[src/dil_pkg.sv]
// constants and carrier types for the converter input latch and format block
package dil_pkg;
   localparam int WORD_W = 12;
   localparam int MSB_POS = 11;
   localparam int LSB_POS = 0;
   localparam int CLK_PERIOD_NS = 100;
   localparam int SLEEP_ENTER_NS = 5000;
   localparam int WAKE_MS = 3;
   localparam int WAKE_NS = WAKE_MS * 1000000;
   localparam int MAX_RATE_MSPS = 125;
   localparam int MIN_SAMPLE_NS = 1000 / MAX_RATE_MSPS;
   // longest time rounds down, never below one cycle
   localparam int ENTER_CYC_RAW = SLEEP_ENTER_NS / CLK_PERIOD_NS;
   localparam int ENTER_CYC = (ENTER_CYC_RAW < 1) ? 1 : ENTER_CYC_RAW;
   // least time rounds up
   localparam int WAKE_CYC = (WAKE_NS + CLK_PERIOD_NS - 1) / CLK_PERIOD_NS;
   localparam int GAP_CYC_RAW = MIN_SAMPLE_NS / CLK_PERIOD_NS;
   localparam int MIN_GAP_CYC = (GAP_CYC_RAW < 1) ? 1 : GAP_CYC_RAW;
   localparam int CNT_W = 16;
   localparam int GAP_W = 8;
   localparam int BUF_DEPTH = 2;
   localparam logic FMT_BINARY = 1'b0;
   localparam logic FMT_TWOS = 1'b1;
   localparam logic [WORD_W-1:0] CODE_ZERO = 12'h000;
   localparam logic [WORD_W-1:0] CODE_FULL = 12'hFFF;
   localparam logic [WORD_W-1:0] MSB_MASK = 12'h800;

   typedef enum {
      ST_AWAKE,
      ST_ENTER,
      ST_ASLEEP,
      ST_WAKE
   } dil_pwr_state_type;

   typedef struct packed {
      logic [WORD_W-1:0] primary;
      logic [WORD_W-1:0] complementary;
   } dil_sample_type;
endpackage

[src/dil_buf.sv]
// small fifo with valid and ready on both sides
`timescale 1ns/1ns
`default_nettype none
module dil_buf #(
   parameter int WIDTH = 24,
   parameter int DEPTH = 2
) (
   input wire logic ref_clk,
   input wire logic arst_n,
   input wire logic clk_en,
   input wire logic in_valid,
   output logic in_ready,
   input wire logic [WIDTH-1:0] in_data,
   output logic out_valid,
   input wire logic out_ready,
   output logic [WIDTH-1:0] out_data
);
   localparam int PTR_W = (DEPTH > 1) ? $clog2(DEPTH) : 1;
   localparam int CNT_W = PTR_W + 1;
   localparam logic [CNT_W-1:0] CNT_FULL = CNT_W'(DEPTH);
   localparam logic [PTR_W-1:0] PTR_ONE = PTR_W'(1);

   if (DEPTH < 2 || (DEPTH & (DEPTH - 1)) != 0) begin : g_bad_depth
      $error("buffer depth must be a power of two, at least two");
   end
   if (WIDTH < 1) begin : g_bad_width
      $error("buffer width must be positive");
   end

   logic [WIDTH-1:0] mem_r [DEPTH];
   logic [PTR_W-1:0] wr_r, wr_nxt, rd_r, rd_nxt;
   logic [CNT_W-1:0] cnt_r, cnt_nxt;
   logic push, pop;

   assign in_ready = (cnt_r != CNT_FULL);
   assign out_valid = (cnt_r != '0);
   assign out_data = mem_r[rd_r];
   assign push = in_valid && in_ready;
   assign pop = out_valid && out_ready;

   always_comb begin
      wr_nxt = push ? wr_r + PTR_ONE : wr_r;
      rd_nxt = pop ? rd_r + PTR_ONE : rd_r;
      cnt_nxt = cnt_r;
      if (push && !pop) begin
         cnt_nxt = cnt_r + 1'b1;
      end else if (pop && !push) begin
         cnt_nxt = cnt_r - 1'b1;
      end
   end

   always_ff @(posedge ref_clk or negedge arst_n) begin
      if (!arst_n) begin
         wr_r <= '0;
         rd_r <= '0;
         cnt_r <= '0;
      end else if (clk_en) begin
         wr_r <= wr_nxt;
         rd_r <= rd_nxt;
         cnt_r <= cnt_nxt;
      end
   end

   // storage needs no reset; it is never read while empty
   for (genvar i = 0; i < DEPTH; i++) begin : g_entry
      always_ff @(posedge ref_clk) begin
         if (clk_en && push && wr_r == PTR_W'(i)) begin
            mem_r[i] <= in_data;
         end
      end
   end
endmodule
`default_nettype wire

[src/dil_top.sv]
// input latch, coding select and sleep control of the 12-bit converter front end
// What this block does
// - each rising sample clock edge seen while clock enable is high captures the whole input word; it holds between edges
// - input word is 12 bits, bit 11 most significant, bit 0 least
// - straight binary or twos complement chosen by format select, same amplitude scale
// - format select defaults to setting 0 when left open or grounded
// - primary output reaches full scale when every latched bit is one in straight binary, or at 7FF in twos complement
// - complementary output reaches full scale when every latched bit is zero in straight binary, or at 800 in twos complement
// - power-down acts independent of the sample clock; high puts converter to sleep
// - power-down defaults low, so the converter runs normally when left open
// - sleep entry takes about 5 us; wake needs 3 ms before valid output
// - sample updates up to 125 MSPS; edges MIN_GAP_CYC or fewer system clocks apart are flagged, a gap that no two detected edges can have
`timescale 1ns/1ns
`default_nettype none
module dil_top #(
   parameter int WORD_W = dil_pkg::WORD_W,
   parameter int BUF_DEPTH = dil_pkg::BUF_DEPTH,
   parameter int ENTER_CYC = dil_pkg::ENTER_CYC,
   parameter int WAKE_CYC = dil_pkg::WAKE_CYC
) (
   input wire logic ref_clk,
   input wire logic arst_n,
   input wire logic clk_en,
   input wire logic sample_clk,
   input wire logic [WORD_W-1:0] data_in,
   input wire logic format_sel,
   input wire logic power_down,
   input wire logic core_ready,
   output logic [WORD_W-1:0] primary_current_out,
   output logic [WORD_W-1:0] complementary_current_out,
   output logic out_valid,
   output logic accept_ready,
   output logic sleeping,
   output logic output_ok,
   output logic overrun,
   output logic rate_err
);
   localparam int CNT_W = dil_pkg::CNT_W;
   localparam int GAP_W = dil_pkg::GAP_W;
   localparam int SW = $bits(dil_pkg::dil_sample_type);
   localparam logic [CNT_W-1:0] ENTER_LOAD = CNT_W'(ENTER_CYC - 1);
   localparam logic [CNT_W-1:0] WAKE_LOAD = CNT_W'(WAKE_CYC - 1);
   localparam logic [GAP_W-1:0] GAP_MIN = GAP_W'(dil_pkg::MIN_GAP_CYC);
   localparam logic [GAP_W-1:0] GAP_TOP = '1;
   localparam int ENTER_MAX = dil_pkg::ENTER_CYC + 2;

   // the word width is fixed by the pin count and the core
   if (WORD_W != dil_pkg::WORD_W) begin : g_bad_word
      $error("word width must match the converter core");
   end
   if (ENTER_CYC < 1 || WAKE_CYC < 1 || WAKE_CYC >= (1 << CNT_W)
       || ENTER_CYC >= (1 << CNT_W)) begin : g_bad_cnt
      $error("sleep timing counts out of range");
   end

   // ---------------- sample capture ----------------
   logic sclk_prev_r, sclk_prev_nxt;
   logic [WORD_W-1:0] latch_r, latch_nxt;
   logic fmt_r, fmt_nxt;
   logic [GAP_W-1:0] gap_r, gap_nxt;
   logic rate_err_r, rate_err_nxt;
   logic overrun_r, overrun_nxt;
   logic push_r, push_nxt;
   logic accept_ready_r, accept_ready_nxt;
   logic rise;
   logic awake;
   logic buf_in_ready;

   assign rise = sample_clk && !sclk_prev_r;

   always_comb begin
      sclk_prev_nxt = sample_clk;
      latch_nxt = latch_r;
      fmt_nxt = fmt_r;
      push_nxt = 1'b0;
      overrun_nxt = overrun_r;
      rate_err_nxt = rate_err_r;
      gap_nxt = (gap_r == GAP_TOP) ? gap_r : gap_r + 1'b1;
      if (rise) begin
         // whole word and its coding taken together on the edge
         latch_nxt = data_in;
         // an open select pin reads low, which is straight binary
         fmt_nxt = (format_sel == dil_pkg::FMT_TWOS);
         gap_nxt = '0;
         // edges MIN_GAP_CYC or fewer system clocks apart are flagged, word still kept
         if (gap_r < GAP_MIN) begin
            rate_err_nxt = 1'b1;
         end
         // words arriving while asleep are latched but not converted
         push_nxt = awake;
         if (awake && !buf_in_ready) begin
            overrun_nxt = 1'b1;
         end
      end
      accept_ready_nxt = buf_in_ready;
   end

   always_ff @(posedge ref_clk or negedge arst_n) begin
      if (!arst_n) begin
         sclk_prev_r <= 1'b0;
         latch_r <= dil_pkg::CODE_ZERO;
         fmt_r <= dil_pkg::FMT_BINARY;
         gap_r <= '1;
         rate_err_r <= 1'b0;
         overrun_r <= 1'b0;
         push_r <= 1'b0;
         accept_ready_r <= 1'b0;
      end else if (clk_en) begin
         sclk_prev_r <= sclk_prev_nxt;
         latch_r <= latch_nxt;
         fmt_r <= fmt_nxt;
         gap_r <= gap_nxt;
         rate_err_r <= rate_err_nxt;
         overrun_r <= overrun_nxt;
         push_r <= push_nxt;
         accept_ready_r <= accept_ready_nxt;
      end
   end

   // ---------------- coding to offset binary ----------------
   dil_pkg::dil_sample_type push_data;
   logic [WORD_W-1:0] core_code;

   always_comb begin
      core_code = latch_r;
      if (fmt_r) begin
         core_code = latch_r ^ dil_pkg::MSB_MASK;
      end
      push_data.primary = core_code;
      push_data.complementary = ~core_code;
   end

   // ---------------- buffer toward the converter core ----------------
   logic buf_out_valid;
   logic buf_out_ready;
   logic [SW-1:0] buf_out_data;
   logic buf_push_ok;
   dil_pkg::dil_sample_type head;

   assign buf_push_ok = push_r && buf_in_ready;
   assign head = buf_out_data;
   assign buf_out_ready = !out_valid || core_ready;

   dil_buf #(
      .WIDTH(SW),
      .DEPTH(BUF_DEPTH)
   ) u_buf (
      .ref_clk(ref_clk),
      .arst_n(arst_n),
      .clk_en(clk_en),
      .in_valid(buf_push_ok),
      .in_ready(buf_in_ready),
      .in_data(push_data),
      .out_valid(buf_out_valid),
      .out_ready(buf_out_ready),
      .out_data(buf_out_data)
   );

   logic [WORD_W-1:0] prim_r, prim_nxt, comp_r, comp_nxt;
   logic out_valid_r, out_valid_nxt;

   always_comb begin
      prim_nxt = prim_r;
      comp_nxt = comp_r;
      out_valid_nxt = out_valid_r;
      if (buf_out_ready) begin
         out_valid_nxt = buf_out_valid;
         if (buf_out_valid) begin
            prim_nxt = head.primary;
            comp_nxt = head.complementary;
         end
      end
   end

   always_ff @(posedge ref_clk or negedge arst_n) begin
      if (!arst_n) begin
         prim_r <= dil_pkg::CODE_ZERO;
         comp_r <= dil_pkg::CODE_FULL;
         out_valid_r <= 1'b0;
      end else if (clk_en) begin
         prim_r <= prim_nxt;
         comp_r <= comp_nxt;
         out_valid_r <= out_valid_nxt;
      end
   end

   // ---------------- sleep control ----------------
   dil_pkg::dil_pwr_state_type st_r, st_nxt;
   logic [CNT_W-1:0] cnt_r, cnt_nxt;
   logic sleeping_r, sleeping_nxt;
   logic ok_r, ok_nxt;

   // sampled on the system clock, never on the sample clock, so it works
   // while the source has stopped clocking words
   always_comb begin
      st_nxt = st_r;
      cnt_nxt = (cnt_r == '0) ? cnt_r : cnt_r - 1'b1;
      case (st_r)
         dil_pkg::ST_AWAKE: begin
            if (power_down) begin
               st_nxt = dil_pkg::ST_ENTER;
               cnt_nxt = ENTER_LOAD;
            end
         end
         dil_pkg::ST_ENTER: begin
            if (!power_down) begin
               // analog may already be half down: take the full wake time
               st_nxt = dil_pkg::ST_WAKE;
               cnt_nxt = WAKE_LOAD;
            end else if (cnt_r == '0) begin
               st_nxt = dil_pkg::ST_ASLEEP;
            end
         end
         dil_pkg::ST_ASLEEP: begin
            if (!power_down) begin
               st_nxt = dil_pkg::ST_WAKE;
               cnt_nxt = WAKE_LOAD;
            end
         end
         dil_pkg::ST_WAKE: begin
            if (power_down) begin
               st_nxt = dil_pkg::ST_ENTER;
               cnt_nxt = ENTER_LOAD;
            end else if (cnt_r == '0) begin
               st_nxt = dil_pkg::ST_AWAKE;
            end
         end
         default: begin
            st_nxt = dil_pkg::ST_WAKE;
            cnt_nxt = WAKE_LOAD;
         end
      endcase
      sleeping_nxt = (st_nxt == dil_pkg::ST_ASLEEP);
      ok_nxt = (st_nxt == dil_pkg::ST_AWAKE);
   end

   assign awake = (st_r == dil_pkg::ST_AWAKE);

   always_ff @(posedge ref_clk or negedge arst_n) begin
      if (!arst_n) begin
         st_r <= dil_pkg::ST_AWAKE;
         cnt_r <= '0;
         sleeping_r <= 1'b0;
         ok_r <= 1'b1;
      end else if (clk_en) begin
         st_r <= st_nxt;
         cnt_r <= cnt_nxt;
         sleeping_r <= sleeping_nxt;
         ok_r <= ok_nxt;
      end
   end

   assign primary_current_out = prim_r;
   assign complementary_current_out = comp_r;
   assign out_valid = out_valid_r;
   assign accept_ready = accept_ready_r;
   assign sleeping = sleeping_r;
   assign output_ok = ok_r;
   assign overrun = overrun_r;
   assign rate_err = rate_err_r;

   // ---------------- checks ----------------
   property p_capture;
      @(posedge ref_clk) disable iff (!arst_n)
      (clk_en && sample_clk && !sclk_prev_r) |=> (latch_r == $past(data_in));
   endproperty
   a_capture: assert property (p_capture) else $error("word not captured on edge");

   property p_hold;
      @(posedge ref_clk) disable iff (!arst_n)
      !(sample_clk && !sclk_prev_r) |=> $stable(latch_r);
   endproperty
   a_hold: assert property (p_hold) else $error("latched word changed between edges");

   property p_format;
      @(posedge ref_clk) disable iff (!arst_n)
      push_r |-> (push_data.primary[dil_pkg::MSB_POS] == (latch_r[dil_pkg::MSB_POS] ^ fmt_r))
         && (push_data.primary[dil_pkg::MSB_POS-1:dil_pkg::LSB_POS]
            == latch_r[dil_pkg::MSB_POS-1:dil_pkg::LSB_POS]);
   endproperty
   a_format: assert property (p_format) else $error("coding conversion wrong");

   property p_full_scale;
      @(posedge ref_clk) disable iff (!arst_n)
      (out_valid_r && prim_r == dil_pkg::CODE_FULL) |-> (comp_r == dil_pkg::CODE_ZERO);
   endproperty
   a_full_scale: assert property (p_full_scale) else $error("full scale pair wrong");

   property p_complement;
      @(posedge ref_clk) disable iff (!arst_n)
      out_valid_r |-> (comp_r == ~prim_r);
   endproperty
   a_complement: assert property (p_complement) else $error("outputs not complementary");

   property p_sleep_start;
      @(posedge ref_clk) disable iff (!arst_n)
      (clk_en && power_down && st_r == dil_pkg::ST_AWAKE) |=> (st_r == dil_pkg::ST_ENTER)
         && !output_ok;
   endproperty
   a_sleep_start: assert property (p_sleep_start) else $error("power-down ignored");

   property p_enter_time;
      @(posedge ref_clk) disable iff (!arst_n)
      (clk_en && $rose(st_r == dil_pkg::ST_ENTER) && power_down)
         ##1 (clk_en && power_down)[*8] |-> ##[0:ENTER_MAX] sleeping || !power_down || !clk_en;
   endproperty
   a_enter_time: assert property (p_enter_time) else $error("sleep entry too slow");

   property p_wake_time;
      @(posedge ref_clk) disable iff (!arst_n)
      $rose(output_ok) |-> ($past(st_r) == dil_pkg::ST_WAKE) && ($past(cnt_r) == '0);
   endproperty
   a_wake_time: assert property (p_wake_time) else $error("woke before wake time");

   property p_rate;
      @(posedge ref_clk) disable iff (!arst_n)
      (clk_en && sample_clk && !sclk_prev_r && gap_r < GAP_MIN) |=> rate_err_r;
   endproperty
   a_rate: assert property (p_rate) else $error("fast sample edge not flagged");
endmodule
`default_nettype wire
[config.mk]
export PLATFORM = sky130hd
export DESIGN_NAME = dil_top
export DESIGN_NICKNAME = d
export VERILOG_FILES = /design/src/dil_pkg.sv /design/src/dil_buf.sv /design/src/dil_top.sv
export SDC_FILE = /design/constraint.sdc
export NUM_CORES = 1
export LEC_CHECK = 0
export ABC_CLOCK_PERIOD_IN_PS = 6200
export BUFFER_PORTS_ARGS = -buffer_cell sky130_fd_sc_hd__buf_2
export CAP_MARGIN = 20
export CORE_MARGIN = 2
export CORE_UTILIZATION = 55
export CTS_CLUSTER_SIZE = 12
export DETAILED_ROUTE_END_ITERATION = 6
export HOLD_SLACK_MARGIN = 0.1
export PLACE_DENSITY = 0.73
export SLEW_MARGIN = 25
export SYNTH_ARGS = -nofsm -noshare
export SYNTH_HDL_FRONTEND = slang
export SYNTH_HIERARCHICAL = 1
export SYNTH_SLANG_ARGS = --single-unit
[constraint.sdc]
create_clock -name ref_clk -period 6.2 [get_ports ref_clk]
set_input_delay 1.24 -clock ref_clk [delete_from_list [all_inputs] [get_ports ref_clk]]
set_output_delay 1.24 -clock ref_clk [all_outputs]
set_load 0.02 [all_outputs]
# [Word level (Yosys, flattened, before mapping)]
# Memory sizes are Yosys's and may differ from the RTL's. A register that Yosys moved wholly into a read port is not among the register bits.
# Index checks and enable logic that the tools add are counted.
# W data, S select, Z words.
[classes] n_addsub=6 n_lt_le_gt_ge=1 eq_ne=7 muxes=24 bitwise_logic=3 reduce_logical=35
[ops] operator="$mux W32" n=6
[ops] operator="$pmux W32 S4" n=1
[ops] operator="$logic_not A32 Y1" n=3
[ops] operator="$eq A32 B2 Y1 const B" n=2
[ops] operator="$mux W16" n=3
[ops] operator="$eq A32 B1 Y1 const B" n=1
[ops] operator="$eq A32 B3 Y1 const B" n=1
[ops] operator="$pmux W16 S2" n=1
[ops] operator="$mux W24" n=1
[ops] operator="$reduce_or A24 Y1" n=1
[ops] operator="$logic_not A16 Y1" n=1
[ops] operator="$mux W8" n=2
[ops] operator="$sub A16 B1 Y16 const B" n=1
[ops] operator="$mux W12" n=1
[ops] operator="$not A12 Y12" n=1
[ops] operator="$reduce_and A2 Y1" n=6
[ops] operator="$logic_and A1 B1 Y1" n=10
[ops] operator="$reduce_and A3 Y1" n=3
[ops] operator="$add A8 B1 Y8 const B" n=1
[ops] operator="$eq A8 B8 Y1 const B" n=1
[ops] operator="$lt A8 B1 Y1 const B" n=1
[ops] operator="$mux W1" n=7
[ops] operator="$logic_not A1 Y1" n=6
[ops] operator="$mux W2" n=2
[ops] operator="other kinds (8)" n=13
[totals] ff_bits=81 ramBits=48 inputBits=19 out_inout_bits=30 wordCells=93 memories=1
[memory_table] name="u_buf.mem_r" depth=2 word_bits=24 read_ports=1 rd_ports_with_merged_regs=1 wr=1 line="dil_buf.sv:30" rtl="logic [WIDTH-1:0] mem_r [DEPTH];"

# [Longest topological paths before layout]
[logic_depth] word_depth=9 depth_mapped=8 depth_no_buf=7

# [By module]
# The synthesis kept the hierarchy.
[modules_own_cells] mod="dil_top" n_inst=1 cells_each=398 area_per_inst_um2=4571.9 seq_area_each_um2=2553.7
[modules_own_cells] mod="dil_buf" n_inst=1 cells_each=95 area_per_inst_um2=2055.7 seq_area_each_um2=1541.5

# [Least setup slack after synthesis]
# No wires, ideal clock.
[synth_path] path_type="input to register" from="input clk_en" to="memory u_buf.mem_r[0][0], enable pin" setup_time_ns=0.405 t_arrival_ns=2.379 slack_ns=3.416 path_stages=2 path_buffers=0 cell_sequence="nand3_1 > nor2_1"
[synth_between] elab_chain_cells=6 word_cells_on_any_way=10 classes_between="mux: 6; reduce/logical: 4"
[synth_rtl] element="from (decl)" line="dil_top.sv:23" rtl="input wire logic clk_en,"
[synth_rtl] element="$logic_and A1 B1 Y1 *" line="dil_buf.sv:67" rtl="if (clk_en && push && wr_r == PTR_W'(i)) begin"
[synth_rtl] element="$logic_and A1 B1 Y1" line="dil_buf.sv:67"
[synth_rtl] element="$mux W1" line="dil_buf.sv:67"
[synth_rtl] element="$mux W1 (not written as such)" line="dil_buf.sv:68" rtl="mem_r[i] <= in_data;"
[synth_rtl] element="$reduce_or A24 Y1 (no source line)"
[synth_rtl] element="$mux W1 (no source line)"
[synth_rtl] element="to (decl)" line="dil_buf.sv:30"
# Mark *: on every way between the ends. The rest lies on a longest branch, timed or not.

==> flow_summary.ini <==
[setup_path]
worstReg2RegEnd = output_ok
crit_chain = buf_2 > inv_1 > o41ai_1 > o311a_1 > a211oi_1
critPathKind = primary input to flop
path_max_fanout = 36
cp.arrival_ps = 2970
crit_family = buffers and inverters
worstSetupStartpointType = primary input
rrSetupSlack_ps = 3950
r2r_cells = 7
max_stage_delay_ps = 510
r2r-start = cnt_r[0]
cp_slowest_cell = o41ai_1
required_ps = 6480
crit_buf_inv = 2
end_kind = flop

[sta]
fmax_mhz = 371
setup_viol = 0
final.setup.tns_ps = 0
finalClockSkew_ps = 6.40
slew_headroom_pct = 40.7
worstMarginPinSlew_ps = 889
rsz0062_at_grt = false
hold_slack_ps = 473
hold_viol_final = 0
slew_viol_final = 0
period_share_pct = 43.4
layout_min_cycle_time_ps = 2690

[clock_network]
hold_buffers = 0
cts_tree = yes
cts_buffer_depth = 2
cts.sinks = 153
clkLatencyLatePin_ps = 420
numCtsBuffers = 17
clk_pin_slew_ps = 60
post_cts_resized = 0
cts_setup_buffers = 0
clock-root-buffer = clkbuf_16
cts-htree-levels = 4

[detailed_routing]
drt-total-wl_um = 11300
vias_per_cell = 5.48
drtIter0Drc = 134
dr.pass1.iters = 5
drc = 0
wl_per_cell_um = 16.0
vias = 3844
drtAntennaViolNets = 0

[synthesis]
ys_types = 63
ys.flop_type = dfrtp_1
synth_cells = 493
yosysWarnings = 6
netlist_area_um2 = 6630
seq_area_frac_synth_pct = 61.8
syn_area_per_cell_um2 = 13.4
synthesis.nets = 516
synth-seq-cells = 153
ys_top_cells_by_count = 84 x dfrtp_1, 48 x edfxtp_1, 33 x mux2_2
yosysMostFrequentCell = dfrtp_1
synth_top_area_share_pct = 31.7
async_flop_share_pct = 68.6
synth-edff-count = 48
synth_top_cells_by_area = dfrtp_1 32%, edfxtp_1 22%, dfstp_2 8.3%
synth_area_leader_cell = dfrtp_1

[floorplanning]
core_um2 = 11900
rows = 40
fp.dieW_um = 114
die_h_um = 114
initial_core_util_pct = 55.9
dieArea_um2 = 12900
io_pins = 49

[power_and_ir_drop]
leakagePower_nw = 3.15
p_int_mw = 2.26
p_clk_share_pct = 34.0
power_switching_mw = 0.910
p_seq_share_pct = 43.3
pwr-share-comb_pct = 22.7
p_per_area_nw_per_um2 = 418
irDropWorstVdd_mv = 0.177
switching_share_pct = 28.7

[global_route]
overflow = 0
grtUsageTotal_pct = 18.7
grt_pass1_wl_um = 18400
grt_pass1_vias = 3980
antenna_found_initial = 0
grt_max_degree = 71

[final_layout]
final_cell_area_um2 = 7590
nets = 565
syn_to_final_growth_pct = 14.5
diodes = 0
final_layout_size_suffix_gt1_share_pct = 33.7
fin_util_pct = 64.0

[min_path]
hold_depth = 0
hold_end = u_buf/mem_r[1][16]
hp-class = flop to flop
min_from = latch_r[4]

[place]
dpl_cell_area_um2 = 6950
gp_congestion = 0.849
port_buffers = 48
hpwl_um = 7270

[outcome]
outcome = finished clean

[flow_run]
max_cap_violations = 0
power by group through the flow:
stage | logic, mW | clock network [mW] | registers [mW]
global placement | 0.704 | 0 | 1.38
detailed placement | 0.723 | 0 | 1.39
global route | 0.780 | 1.14 | 1.39
floorplan | 0.463 | 0 | 1.48
finish | 0.720 | 1.08 | 1.37
CTS | 0.728 | 1.11 | 1.37
stage by stage:
step / power [mW] / setup slack, ps / instances
2_1_floorplan: 1.94 / 3420 / 493
3_3_place_gp: 2.08 / 2940 / 670
3_5_place_dp: 2.11 / 2880 / 670
4_1_cts: 3.21 / 3330 / 702
5_1_grt: 3.32 / 3440 / 702
6_report: 3.17 / 3510 / 702
sequential cells by signal, indices dropped and copies added (netlist names), 2 cells and up:
| register | flops |
|---|---|
| cnt_r | 16 |
| complementary_current_out | 12 |
| gap_r | 8 |
| latch_r | 12 |
| primary_current_out | 12 |
| st_r | 32 |
| u_buf/cnt_r | 2 |
| u_buf/mem_r | 48 |
layout make-up:
type | count | area, um^2
clock inverter | 14 | 196
fill | 884 | 4280
clock buffer | 18 | 429
sequential | 153 | 4100
timing repair buffer | 52 | 273
tap | 147 | 184
inverter | 23 | 86.3
multi-input combinational | 295 | 2320
cell usage in the layout (no fill, tap or decap), drive strengths merged, types with 3 or more instances in the layout:
master    synthesis  final
dfrtp            84     84
buf               8     52
mux2             52     52
edfxtp           48     48
nor2b            31     31
nand2            25     25
inv              23     25
nor2             22     22
o21ai            21     21
dfstp            21     21
clkbuf           14     18
nor3             16     16
nor4             15     15
nand3            13     13
xnor2            12     12
a21oi            11     11
xor2              8      8
nand2b            7      7
nand4             6      6
or3               5      5
and2              5      5
clkinv            0      5
and4              4      4
ha                4      4
bufinv            0      4
o31ai             4      4
a31oi             3      3
a22o              3      3
clkinvlp          0      3
o41ai             3      3
how the worst max path moves through the flow:
| stage | depth (start not counted) | end | slack, ps | from |
|---|---|---|---|---|
| 2_1_floorplan | 2 | u_buf/mem_r[0][0] | 3420 | clk_en |
| 3_3_place_gp | 3 | primary_current_out[1] | 2940 | clk_en |
| 3_5_place_dp | 3 | primary_current_out[2] | 2880 | clk_en |
| 4_1_cts | 3 | primary_current_out[0] | 3330 | clk_en |
| 5_1_grt | 5 | cnt_r[10] | 3440 | clk_en |
| 6_report | 5 | cnt_r[10] | 3510 | clk_en |
logic make-up (layout without fill, tap and decap cells):
| kind of cell | count (synthesis) | after routing | synth area share [%] |
|---|---|---|---|
| buf+inv | 45 | 107 | 3.34 |
| compound gates | 61 | 61 | 6.59 |
| flops | 153 | 153 | 61.8 |
| mux | 52 | 52 | 9.91 |
| fa+ha+maj | 4 | 4 | 0.755 |
| simple gates | 158 | 158 | 15.0 |
| xor+xnor | 20 | 20 | 2.64 |
layer usage:
layer	GRT usage, %	vias up	wire length, um
li1	-	1864	-
met1	22.7	1885	5070
met2	30.9	78	5610
met3	5.53	17	418
met4	8.86	0	167
met5	0	-	0
worst reg2reg max path, cell delays in order, from the launching register on:
cell and delay (ps):
dfrtp_1 410, inv_1 100, ha_1 210, nor4b_4 300, nand4_1 490, nor2_1 300
a21oi_1 120, o41ai_2 230
Note: power is estimated with default switching activity, not from simulation.
